<file path="config.mk">
export PLATFORM = sky130hd
export DESIGN_NAME = sp_cfg_bank
export DESIGN_NICKNAME = d
export VERILOG_FILES = /design/src/inc/sp_cfg_pkg.sv /design/src/inc/sp_port_if.sv /design/src/design/sp_port_gate.sv /design/src/design/sp_cfg_bank.sv
export SDC_FILE = /design/constraint.sdc
export NUM_CORES = 1
export LEC_CHECK = 0
export BUFFER_PORTS_ARGS = -buffer_cell sky130_fd_sc_hd__clkbuf_2
export CORE_ASPECT_RATIO = 1.5
export CORE_MARGIN = 5
export CORE_UTILIZATION = 45
export CTS_CLUSTER_SIZE = 14
export DETAILED_ROUTE_END_ITERATION = 16
export HOLD_SLACK_MARGIN = 0.15
export PLACE_DENSITY_LB_ADDON = 0.2
export SETUP_SLACK_MARGIN = 0.5
export SLEW_MARGIN = 40
export SYNTH_ARGS = -nofsm -noshare
export SYNTH_HDL_FRONTEND = slang
export SYNTH_SLANG_ARGS = --single-unit
export TNS_END_PERCENT = 20
</file>
<file path="constraint.sdc">
create_clock -name REF_CLK -period 2.1 [get_ports REF_CLK]
set_input_delay 0.42 -clock REF_CLK [delete_from_list [all_inputs] [get_ports REF_CLK]]
set_output_delay 0.42 -clock REF_CLK [all_outputs]
set_load 0.01 [all_outputs]
</file>
<file path="src/inc/sp_cfg_pkg.sv">
// constants and field layout for the serial port configuration bank
//----------------------------------------------------------------------
// What this block does
// - second port activate resets to zero
// - first port activate resets to zero
// - base high bits 7-3 read zero
// - base low bits 2-0 read zero
// - irq number resets 03h second, 04h first
// - irq type: only bit 1 writable
// - second port rx/tx dma selects reset 04h
// - first port dma reads fixed 04h
// - config register resets to 02h
// - bank enable gates extended register access
// - busy bit read-only, set during transfer
// - power bit low stops clock, defaults outputs
// - call indicator still interrupts in low power
// - low power keeps registers accessible
// - power bit high runs port clock while the port is active
// - float outputs when inactive and enabled
// - infrared transmit low when second inactive
// - first config same layout, resets 02h
//----------------------------------------------------------------------
package sp_cfg_pkg;
  // register indices
  localparam logic [7:0] IDX_ACTIVATE  = 8'h30;
  localparam logic [7:0] IDX_BASE_HIGH = 8'h60;
  localparam logic [7:0] IDX_BASE_LOW  = 8'h61;
  localparam logic [7:0] IDX_IRQ_WAKE  = 8'h70;
  localparam logic [7:0] IDX_IRQ_KIND  = 8'h71;
  localparam logic [7:0] IDX_DMA_A     = 8'h74;
  localparam logic [7:0] IDX_DMA_B     = 8'h75;
  localparam logic [7:0] IDX_CONFIG    = 8'hF0;
  localparam logic [7:0] IDX_EV_STATUS = 8'hF8;
  localparam logic [7:0] IDX_EV_ENABLE = 8'hF9;
  localparam logic [7:0] IDX_EV_CLEAR  = 8'hFA;
  // reset values
  localparam logic [7:0] RST_ACTIVATE   = 8'h00;
  localparam logic [7:0] RST_BASE_HI_2  = 8'h02;
  localparam logic [7:0] RST_BASE_HI_1  = 8'h03;
  localparam logic [7:0] RST_BASE_LOW   = 8'hF8;
  localparam logic [7:0] RST_IRQ_WAKE_2 = 8'h03;
  localparam logic [7:0] RST_IRQ_WAKE_1 = 8'h04;
  localparam logic [7:0] RST_IRQ_KIND   = 8'h03;
  localparam logic [7:0] DMA_NONE       = 8'h04;
  localparam logic [7:0] RST_CONFIG     = 8'h02;
  // writable masks
  localparam logic [7:0] MASK_BASE_HIGH = 8'h07;
  localparam logic [7:0] MASK_BASE_LOW  = 8'hF8;
  localparam logic [7:0] MASK_IRQ_KIND  = 8'h02;
  localparam logic [7:0] MASK_CONFIG    = 8'h83;
  // config field positions
  localparam int CFG_BANK  = 7;
  localparam int CFG_BUSY  = 2;
  localparam int CFG_POWER = 1;
  localparam int CFG_FLOAT = 0;
  // global register bit positions
  localparam int G1_ENABLE  = 0;
  localparam int G6_SECOND  = 2;
  localparam int G6_FIRST   = 3;
  // event bits: per port call indicator
  localparam int EV_WIDTH = 2;
endpackage

</file>
<file path="src/inc/sp_port_if.sv">
// per port signals between the bank and the port gating module
`timescale 1ns/1ps
interface sp_port_if;
  logic       active;    // logical device effectively on
  logic [7:0] config_q;  // stored config register
  logic       clk_run;   // port clock enable
  logic       out_deflt; // outputs forced to idle
  logic       out_float; // outputs released
  modport bank (output active, output config_q, input clk_run, input out_deflt, input out_float);
  modport gate (input active, input config_q, output clk_run, output out_deflt, output out_float);
endinterface

</file>
<file path="src/design/sp_port_gate.sv">
// power and float decode for one serial port
`timescale 1ns/1ps
module sp_port_gate
  import sp_cfg_pkg::*;
(
  // link to bank
  sp_port_if.gate port
);
  //--------------------------------------------------------------------
  // decode
  //--------------------------------------------------------------------
  // clock stops in low power
  assign port.clk_run   = port.active & port.config_q[CFG_POWER];
  assign port.out_deflt = ~port.clk_run;
  assign port.out_float = ~port.active & port.config_q[CFG_FLOAT];
endmodule // sp_port_gate

</file>
<file path="src/design/sp_cfg_bank.sv">
// configuration register bank for two serial port logical devices
//
// Added by the designer: strobed register access.
`timescale 1ns/1ps
module sp_cfg_bank
  import sp_cfg_pkg::*;
(
  // clock and reset
  input  wire logic       REF_CLK,
  input  wire logic       RESET_N,
  // register port
  input  wire logic [7:0] ADDR,
  input  wire logic [7:0] WDATA,
  input  wire logic       WR,
  input  wire logic       RD,
  input  wire logic       PORT_SEL,   // 1 selects the first port, 0 the second
  output logic      [7:0] RDATA,
  // global qualifiers
  input  wire logic [7:0] GLOBAL_CONFIG_REG_ONE,
  input  wire logic [7:0] GLOBAL_CONFIG_REG_SIX,
  // port status inputs
  input  wire logic       SECOND_BUSY,
  input  wire logic       FIRST_BUSY,
  input  wire logic       SECOND_CALL_IND_N,
  input  wire logic       FIRST_CALL_IND_N,
  input  wire logic       SECOND_EXT_REQ,
  input  wire logic       FIRST_EXT_REQ,
  // port controls
  output logic            SECOND_CLK_RUN,
  output logic            FIRST_CLK_RUN,
  output logic            SECOND_OUT_DEFAULT,
  output logic            FIRST_OUT_DEFAULT,
  output logic            SECOND_OUT_FLOAT,
  output logic            FIRST_OUT_FLOAT,
  output logic            SECOND_EXT_GRANT,
  output logic            FIRST_EXT_GRANT,
  output logic            SECOND_REG_ACCESS,
  output logic            FIRST_REG_ACCESS,
  output logic            INFRARED_TRANSMIT_OUT_FORCE_LOW,
  // interrupt
  output logic            IRQ
);
  //--------------------------------------------------------------------
  // storage, index 0 is the second port, 1 the first
  //--------------------------------------------------------------------
  logic [7:0] activate [2];   // activation registers
  logic [7:0] base_high [2];  // base address high bytes
  logic [7:0] base_low [2];   // base address low bytes
  logic [7:0] irq_wake [2];   // irq number and wake enable
  logic [7:0] irq_kind [2];   // irq type
  logic [7:0] config_q [2];   // port configuration
  logic [7:0] rx_dma;         // second port receive dma
  logic [7:0] tx_dma;         // second port transmit dma
  logic [EV_WIDTH-1:0] ev_status; // sticky call indicator events
  logic [EV_WIDTH-1:0] ev_enable; // event enables
  logic [7:0] rdata_q;        // read data register
  // synchronisers for pin inputs
  logic [1:0] busy_meta, busy_sync;
  logic [1:0] call_meta, call_sync, call_last;
  logic [1:0] ext_meta, ext_sync;
  // registered outputs
  logic [1:0] clk_run_q, deflt_q, float_q, grant_q, access_q;
  logic       ir_low_q;
  logic       irq_q;

  //--------------------------------------------------------------------
  // per port decode through the gate module
  //--------------------------------------------------------------------
  logic [1:0] port_active;    // effective activation
  logic [1:0] clk_run_w, deflt_w, float_w;
  logic [1:0] g6_bit;
  assign g6_bit = {GLOBAL_CONFIG_REG_SIX[G6_FIRST], GLOBAL_CONFIG_REG_SIX[G6_SECOND]};

  genvar gi;
  generate
    for (gi = 0; gi < 2; gi++)
    begin : g_port
      sp_port_if pif ();
      assign port_active[gi] = activate[gi][0] & GLOBAL_CONFIG_REG_ONE[G1_ENABLE]
                               & g6_bit[gi];
      assign pif.active   = port_active[gi];
      assign pif.config_q = config_q[gi];
      assign clk_run_w[gi] = pif.clk_run;
      assign deflt_w[gi]   = pif.out_deflt;
      assign float_w[gi]   = pif.out_float;
      sp_port_gate u_gate (.port(pif));
    end
  endgenerate

  //--------------------------------------------------------------------
  // address decode
  //--------------------------------------------------------------------
  logic       sel;            // port index of this access
  logic       hit_act, hit_bh, hit_bl, hit_iw, hit_ik, hit_da, hit_db, hit_cfg;
  logic       hit_st, hit_en, hit_clr;
  assign sel     = PORT_SEL;
  assign hit_act = (ADDR == IDX_ACTIVATE);
  assign hit_bh  = (ADDR == IDX_BASE_HIGH);
  assign hit_bl  = (ADDR == IDX_BASE_LOW);
  assign hit_iw  = (ADDR == IDX_IRQ_WAKE);
  assign hit_ik  = (ADDR == IDX_IRQ_KIND);
  assign hit_da  = (ADDR == IDX_DMA_A);
  assign hit_db  = (ADDR == IDX_DMA_B);
  assign hit_cfg = (ADDR == IDX_CONFIG);
  assign hit_st  = (ADDR == IDX_EV_STATUS);
  assign hit_en  = (ADDR == IDX_EV_ENABLE);
  assign hit_clr = (ADDR == IDX_EV_CLEAR);

  // config read view with live busy bit
  logic [7:0] cfg_view [2];
  assign cfg_view[0] = (config_q[0] & MASK_CONFIG) | {5'h00, busy_sync[0], 2'h0};
  assign cfg_view[1] = (config_q[1] & MASK_CONFIG) | {5'h00, busy_sync[1], 2'h0};

  // read mux; unmapped reads return zero
  logic [7:0] next_rdata;
  assign next_rdata =
    hit_act ? activate[sel] :
    hit_bh  ? base_high[sel] :
    hit_bl  ? base_low[sel] :
    hit_iw  ? irq_wake[sel] :
    hit_ik  ? irq_kind[sel] :
    hit_da  ? (sel ? DMA_NONE : rx_dma) :
    hit_db  ? (sel ? DMA_NONE : tx_dma) :
    hit_cfg ? cfg_view[sel] :
    hit_st  ? {6'h00, ev_status} :
    hit_en  ? {6'h00, ev_enable} : 8'h00;

  //--------------------------------------------------------------------
  // pin synchronisers
  //--------------------------------------------------------------------
  // two stages before any use of pin levels
  always_ff @(posedge REF_CLK or negedge RESET_N)
  begin
    if (!RESET_N)
    begin
      busy_meta <= 2'h0;
      busy_sync <= 2'h0;
      call_meta <= 2'h0;
      call_sync <= 2'h0;
      call_last <= 2'h0;
      ext_meta  <= 2'h0;
      ext_sync  <= 2'h0;
    end
    else
    begin
      busy_meta <= {FIRST_BUSY, SECOND_BUSY};
      busy_sync <= busy_meta;
      call_meta <= {~FIRST_CALL_IND_N, ~SECOND_CALL_IND_N};
      call_sync <= call_meta;
      call_last <= call_sync;
      ext_meta  <= {FIRST_EXT_REQ, SECOND_EXT_REQ};
      ext_sync  <= ext_meta;
    end
  end

  //--------------------------------------------------------------------
  // register writes
  //--------------------------------------------------------------------
  logic wr_ok;                // write qualified
  assign wr_ok = WR & ~RD;

  // storage of both port register sets
  always_ff @(posedge REF_CLK or negedge RESET_N)
  begin
    if (!RESET_N)
    begin
      activate[0]  <= RST_ACTIVATE;
      activate[1]  <= RST_ACTIVATE;
      base_high[0] <= RST_BASE_HI_2;
      base_high[1] <= RST_BASE_HI_1;
      base_low[0]  <= RST_BASE_LOW;
      base_low[1]  <= RST_BASE_LOW;
      irq_wake[0]  <= RST_IRQ_WAKE_2;
      irq_wake[1]  <= RST_IRQ_WAKE_1;
      irq_kind[0]  <= RST_IRQ_KIND;
      irq_kind[1]  <= RST_IRQ_KIND;
      config_q[0]  <= RST_CONFIG;
      config_q[1]  <= RST_CONFIG;
      rx_dma       <= DMA_NONE;
      tx_dma       <= DMA_NONE;
    end
    else if (wr_ok)
    begin
      // writes never gated by power mode
      if (hit_act)
        activate[sel] <= WDATA;
      if (hit_bh)
        base_high[sel] <= WDATA & MASK_BASE_HIGH;
      if (hit_bl)
        base_low[sel] <= WDATA & MASK_BASE_LOW;
      if (hit_iw)
        irq_wake[sel] <= WDATA;
      if (hit_ik)
        irq_kind[sel] <= (irq_kind[sel] & ~MASK_IRQ_KIND) | (WDATA & MASK_IRQ_KIND);
      if (hit_da && !sel)
        rx_dma <= WDATA;
      if (hit_db && !sel)
        tx_dma <= WDATA;
      if (hit_cfg)
        config_q[sel] <= WDATA & MASK_CONFIG;
    end
  end

  //--------------------------------------------------------------------
  // events and interrupt
  //--------------------------------------------------------------------
  logic [EV_WIDTH-1:0] ev_set;     // call indicator rising edges
  logic [EV_WIDTH-1:0] ev_clr;     // software clear bits
  logic [EV_WIDTH-1:0] next_status;
  // call indicator counted while port active, even in low power
  assign ev_set = call_sync & ~call_last & port_active;
  assign ev_clr = (wr_ok && hit_clr) ? WDATA[EV_WIDTH-1:0] : '0;
  // set beats clear in the same cycle
  assign next_status = (ev_status & ~ev_clr) | ev_set;

  // sticky status and enables
  always_ff @(posedge REF_CLK or negedge RESET_N)
  begin
    if (!RESET_N)
    begin
      ev_status <= '0;
      ev_enable <= '0;
    end
    else
    begin
      ev_status <= next_status;
      if (wr_ok && hit_en)
        ev_enable <= WDATA[EV_WIDTH-1:0];
    end
  end

  //--------------------------------------------------------------------
  // registered outputs
  //--------------------------------------------------------------------
  logic [1:0] bank_en;
  assign bank_en = {config_q[1][CFG_BANK], config_q[0][CFG_BANK]};

  // outputs from flops
  always_ff @(posedge REF_CLK or negedge RESET_N)
  begin
    if (!RESET_N)
    begin
      rdata_q   <= 8'h00;
      clk_run_q <= 2'h0;
      deflt_q   <= 2'h3;
      float_q   <= 2'h0;
      grant_q   <= 2'h0;
      access_q  <= 2'h0;
      ir_low_q  <= 1'b1;
      irq_q     <= 1'b0;
    end
    else
    begin
      rdata_q   <= RD ? next_rdata : 8'h00;
      clk_run_q <= clk_run_w;
      deflt_q   <= deflt_w;
      float_q   <= float_w;
      grant_q   <= ext_sync & bank_en & port_active;
      access_q  <= port_active;
      ir_low_q  <= ~port_active[0];
      irq_q     <= |(next_status & ev_enable);
    end
  end

  assign RDATA              = rdata_q;
  assign SECOND_CLK_RUN     = clk_run_q[0];
  assign FIRST_CLK_RUN      = clk_run_q[1];
  assign SECOND_OUT_DEFAULT = deflt_q[0];
  assign FIRST_OUT_DEFAULT  = deflt_q[1];
  assign SECOND_OUT_FLOAT   = float_q[0];
  assign FIRST_OUT_FLOAT    = float_q[1];
  assign SECOND_EXT_GRANT   = grant_q[0];
  assign FIRST_EXT_GRANT    = grant_q[1];
  assign SECOND_REG_ACCESS  = access_q[0];
  assign FIRST_REG_ACCESS   = access_q[1];
  assign INFRARED_TRANSMIT_OUT_FORCE_LOW = ir_low_q;
  assign IRQ                = irq_q;

  //--------------------------------------------------------------------
  // assertions
  //--------------------------------------------------------------------
  a_base_high_zero: assert property (@(posedge REF_CLK) disable iff (!RESET_N)
    (base_high[0][7:3] == 5'h00) && (base_high[1][7:3] == 5'h00))
    else $error("base high upper bits not zero");
  a_base_low_align: assert property (@(posedge REF_CLK) disable iff (!RESET_N)
    (base_low[0][2:0] == 3'h0) && (base_low[1][2:0] == 3'h0))
    else $error("base low not aligned");
  a_kind_fixed_bits: assert property (@(posedge REF_CLK) disable iff (!RESET_N)
    wr_ok && hit_ik |=> (irq_kind[$past(sel)] & 8'hFD) == 8'h01)
    else $error("irq type read-only bits changed");
  a_first_dma_none: assert property (@(posedge REF_CLK) disable iff (!RESET_N)
    RD && (hit_da || hit_db) && sel |=> RDATA == 8'h04)
    else $error("first port dma not reported empty");
  a_cfg_reserved: assert property (@(posedge REF_CLK) disable iff (!RESET_N)
    RD && hit_cfg |=> RDATA[6:3] == 4'h0)
    else $error("config reserved bits not zero");
  a_ext_gate: assert property (@(posedge REF_CLK) disable iff (!RESET_N)
    !config_q[0][7] && $stable(config_q[0]) |=> !SECOND_EXT_GRANT)
    else $error("extended access granted while bank disabled");
  a_clock_stop: assert property (@(posedge REF_CLK) disable iff (!RESET_N)
    port_active[0] && !config_q[0][1] |=> !SECOND_CLK_RUN && SECOND_OUT_DEFAULT)
    else $error("low power did not stop clock");
  a_float_inactive: assert property (@(posedge REF_CLK) disable iff (!RESET_N)
    port_active[1] |=> !FIRST_OUT_FLOAT)
    else $error("active port outputs floated");
  a_ir_low: assert property (@(posedge REF_CLK) disable iff (!RESET_N)
    !port_active[0] |=> INFRARED_TRANSMIT_OUT_FORCE_LOW)
    else $error("infrared transmit not held low");
  a_busy_readback: assert property (@(posedge REF_CLK) disable iff (!RESET_N)
    RD && hit_cfg && !sel |=> RDATA[2] == $past(busy_sync[0]))
    else $error("busy bit does not track transfer");
endmodule // sp_cfg_bank

</file>
==> run summary <==
Outcome -> completed
Worst setup SP type -> input pin
Adder-Cell Fraction of Synth Area -> 0
Maximum vdd ir drop -> 519 uV
R2R cell count -> 5
Worst min path class -> in2reg
Die Area -> 0.0147 sq mm
Compound-Gate Fraction of Synth Area -> 0.0667
Lkg Pwr -> 3.30 nW
Synth Register Bits -> 124
FF-to-FF End -> RDATA[0]
Total gr overflow -> 0
Fmax -> 505 MHz
Worst slack at placement -> -0.314 ns
Fillers -> 1,043
Nets -> 549
TritonCTS buffer count -> 17
Antenna violations before repair -> 0
Clock insertion delay at the later pin of the skew report -> 0.41 ns
H-Tree Depth -> 4
Mean Syn Cell Area -> 13.0 sq um
Setup CP Type -> in2reg
Max-Cap Viols -> 0
Largest net degree at the start of global routing -> 125
Final worst slack -> 0.118 ns
Clk sinks -> 124
Gpl congestion -> 0.895
Synth Cell Area -> 0.00556 sq mm
Hold Path End -> INFRARED_TRANSMIT_OUT_FORCE_LOW
CP arrival -> 2.28 ns
Yosys cell types -> 50
Max_slew headroom -> 0.554
Worst slew pin tran -> 0.670 ns
DR vias -> 3,594
Die height -> 146 um
Vias per cell -> 5.35
Final period util -> 0.944
Critical Path RT -> 2.39 ns
Antenna diodes -> 0
Final hold slack -> 0.213 ns
# Post-CTS Setup Buffers -> 0
Post-synthesis sequential area ratio -> 0.565
Synth Area in Simple Gates -> 0.101
Final Hold Vio Count -> 0
Longest Clk Path Bufs -> 2
CTS root buffer -> clkbuf_16
P&R area growth vs syn -> 24.0%
Total Wirelength -> 12,600 um
Main combinational cell family by area after synthesis -> multiplexers
CTS tree -> yes
Max incr delay on CP -> 0.62 ns
XOR/XNOR Fraction of Synth Area -> 0
Die X -> 101 um
Hold Crit Depth -> 2
Power Total -> 0.00581 W
Clock slew seen by the registers of the worst setup and hold paths -> 0.06 ns
Starting Density -> 0.460
# setup viols final -> 0
RSZ-0062 raised after global routing -> true
PwrDens -> 843 mW/mm^2
First-iteration detailed-routing DRC count -> 169
Critical-path cell list -> buf_6 -> or4_4 -> or4_4 -> nor2_8 -> mux2_4
Worst Path Buf+Inv -> 1
Hold path start -> GLOBAL_CONFIG_REG_SIX[2]
Reg2Reg Launch Point -> activate[8]
Pre-antenna DRT Iters -> 4
Floorplan row count -> 49
Mux cell area share after synthesis -> 0.234
Vias in the first global route -> 3,949
Crit Path Max Fanout -> 8
Port bufs -> 49
CP max-delay cell -> or4_4
Reg-to-reg slack, setup -> 0.52 ns
Max Slew Vio Count -> 0
Worst Setup End Kind -> register
Min Tclk post-route -> 1.98 ns
Post-synthesis net count -> 471
Crit path top cell by count -> or4_4
Worst Skew -> 0.00584 ns
Final Cell Area -> 0.00689 sq mm
Largest delay share family, worst path -> simple AND/OR/NAND/NOR gates
Core area -> 0.0121 sq mm
Placed Area -> 0.00617 sq mm
Multi-input gate area -> 0.00224 sq mm
Drt drc -> 0
Ports -> 63
Yosys warns -> 0
Post-DP HPWL -> 8890 um
Syn Inst Count -> 428
First-pass GRT wire length -> 20,400 um
GRT Util Overall -> 0.182
Number of antenna-violating nets in the routed design -> 0
Fraction of layout cells with a size suffix above 1 -> 0.464
Wire per inst -> 18.7 um
Register area -> 0.00314 sq mm
what timing repair did:
action,4_1_cts,5_1_grt
pin swaps,1,0
endpoints found under the hold margin,81,0
cloned,0,0
setup endpoints to repair,65,73
gates resized for setup,3,2
hold buffers,7,0
through the flow:
step	std cells	setup TNS [ns]	util
after floorplan	428	-4.60	-
after global placement	633	-10.01	0.511
after detailed placement	633	-10.77	0.511
after CTS	672	0	0.570
after global routing	672	0	0.570
final	672	0	0.570
report_power, final:
part / internal, W / switching, W / leakage [nW]
Clock: 0.00199 / 0.00106 / 0.293
Sequential: 0.00244 / 0.0000172 / 1.60
Combinational: 0.000127 / 0.000183 / 1.41
Total: 0.00455 / 0.00126 / 3.30
logic make-up (layout without fill, tap and decap cells):
| kind of cell | count (synthesis) | count (layout) |
|---|---|---|
| buffers and inverters | 43 | 134 |
| AOI/OAI and AO/OA | 53 | 53 |
| DFF | 124 | 124 |
| and+or+nand+nor | 95 | 95 |
| muxes | 113 | 113 |
worst reg2reg max path, delay by kind of cell (launching register included):
| family | cells | cell delay (ns) |
|---|---|---|
| simple gates | 2 | 0.25 |
| flops | 1 | 0.42 |
| compound gates | 3 | 0.78 |
final cells by class:
| class | count | share of cell area |
|---|---|---|
| Multi-Input combinational cell | 261 | 0.326 |
| Tap cell | 153 | 0.0278 |
| Clock buffer | 18 | 0.0623 |
| Sequential cell | 124 | 0.455 |
| Clock inverter | 14 | 0.0283 |
| Timing Repair Buffer | 94 | 0.0962 |
| Inverter | 8 | 0.00436 |
worst max path at each step:
stage,slack [ns],startpoint,cells after the start,end
final,0.12,ADDR[3],5,activate[14]
after global routing,0.11,ADDR[3],5,activate[8]
after CTS,0.13,ADDR[3],5,activate[2]
after detailed placement,-0.31,ADDR[3],7,base_high[2]
after global placement,-0.29,ADDR[3],7,base_high[2]
after floorplan,-0.24,ADDR[0],7,activate[0]
flip-flops by register name (all words and copies together) (netlist names), 6 cells and up:
name                 cells
RDATA                    8
tx_dma                   8
g_port.pif.config_q      6
irq_kind                16
irq_wake                16
rx_dma                   8
base_high                6
base_low                10
activate                16
cells in the final DEF (no fill, tap or decap), types with 5 or more instances in the layout:
cell type	n
a21oi_1	8
clkbuf_16	17
nand3_1	8
dfrtp_1	97
dfstp_2	27
inv_1	8
nor2_1	12
nor3_1	7
mux2_2	69
buf_4	34
clkbuf_2	47
nand2b_1	13
dlygate4sd3_1	7
o21ai_0	14
o22ai_1	5
nand2_1	14
nor2b_1	7
nor4_1	6
mux2_4	16
mux2i_1	28
synthesized netlist by cell type, drive strengths merged:
library cell  instances  area share
dfstp                27        0.13
a22o                  1      0.0016
or2                   3      0.0034
a21boi                4      0.0054
inv                   8      0.0054
nor3b                 1      0.0014
nor2b                 7      0.0079
or4b                  1      0.0018
dfrtp                97        0.44
and4b                 1      0.0018
nor3                  8      0.0072
nand2b               13       0.015
o41a                  1      0.0020
a311o                 1      0.0018
o2bb2ai               1      0.0016
or2b                  1      0.0014
o22ai                 5      0.0056
nor4                  6      0.0068
o32ai                 1      0.0016
buf                   9       0.011
nor4b                 1      0.0016
nand3                 8      0.0072
and2                  4      0.0045
or4                   5      0.0081
nand4                 1      0.0011
o21ai                14       0.013
o31a                  1      0.0016
a21oi                 8      0.0072
nor2                 15       0.016
mux2i                28       0.050
a221o                 1      0.0018
and3                  4      0.0045
nand4b                1      0.0016
o211ai                2      0.0027
a2111oi               3      0.0047
o21a                  1      0.0014
nand2                15       0.010
mux2                 85        0.18
a211oi                1      0.0014
clkbuf               26       0.018
o221ai                3      0.0047
o211a                 3      0.0054
a32o                  2      0.0036
routing by layer:
layer	wire, um	vias to the layer above	global-route usage
met1	5090	1791	0.206
li1	-	1692	-
met3	554	25	0.0434
met4	363	0	0.0836
met2	6580	86	0.317
met5	0	-	0
Power figures use the tool's default switching activity.
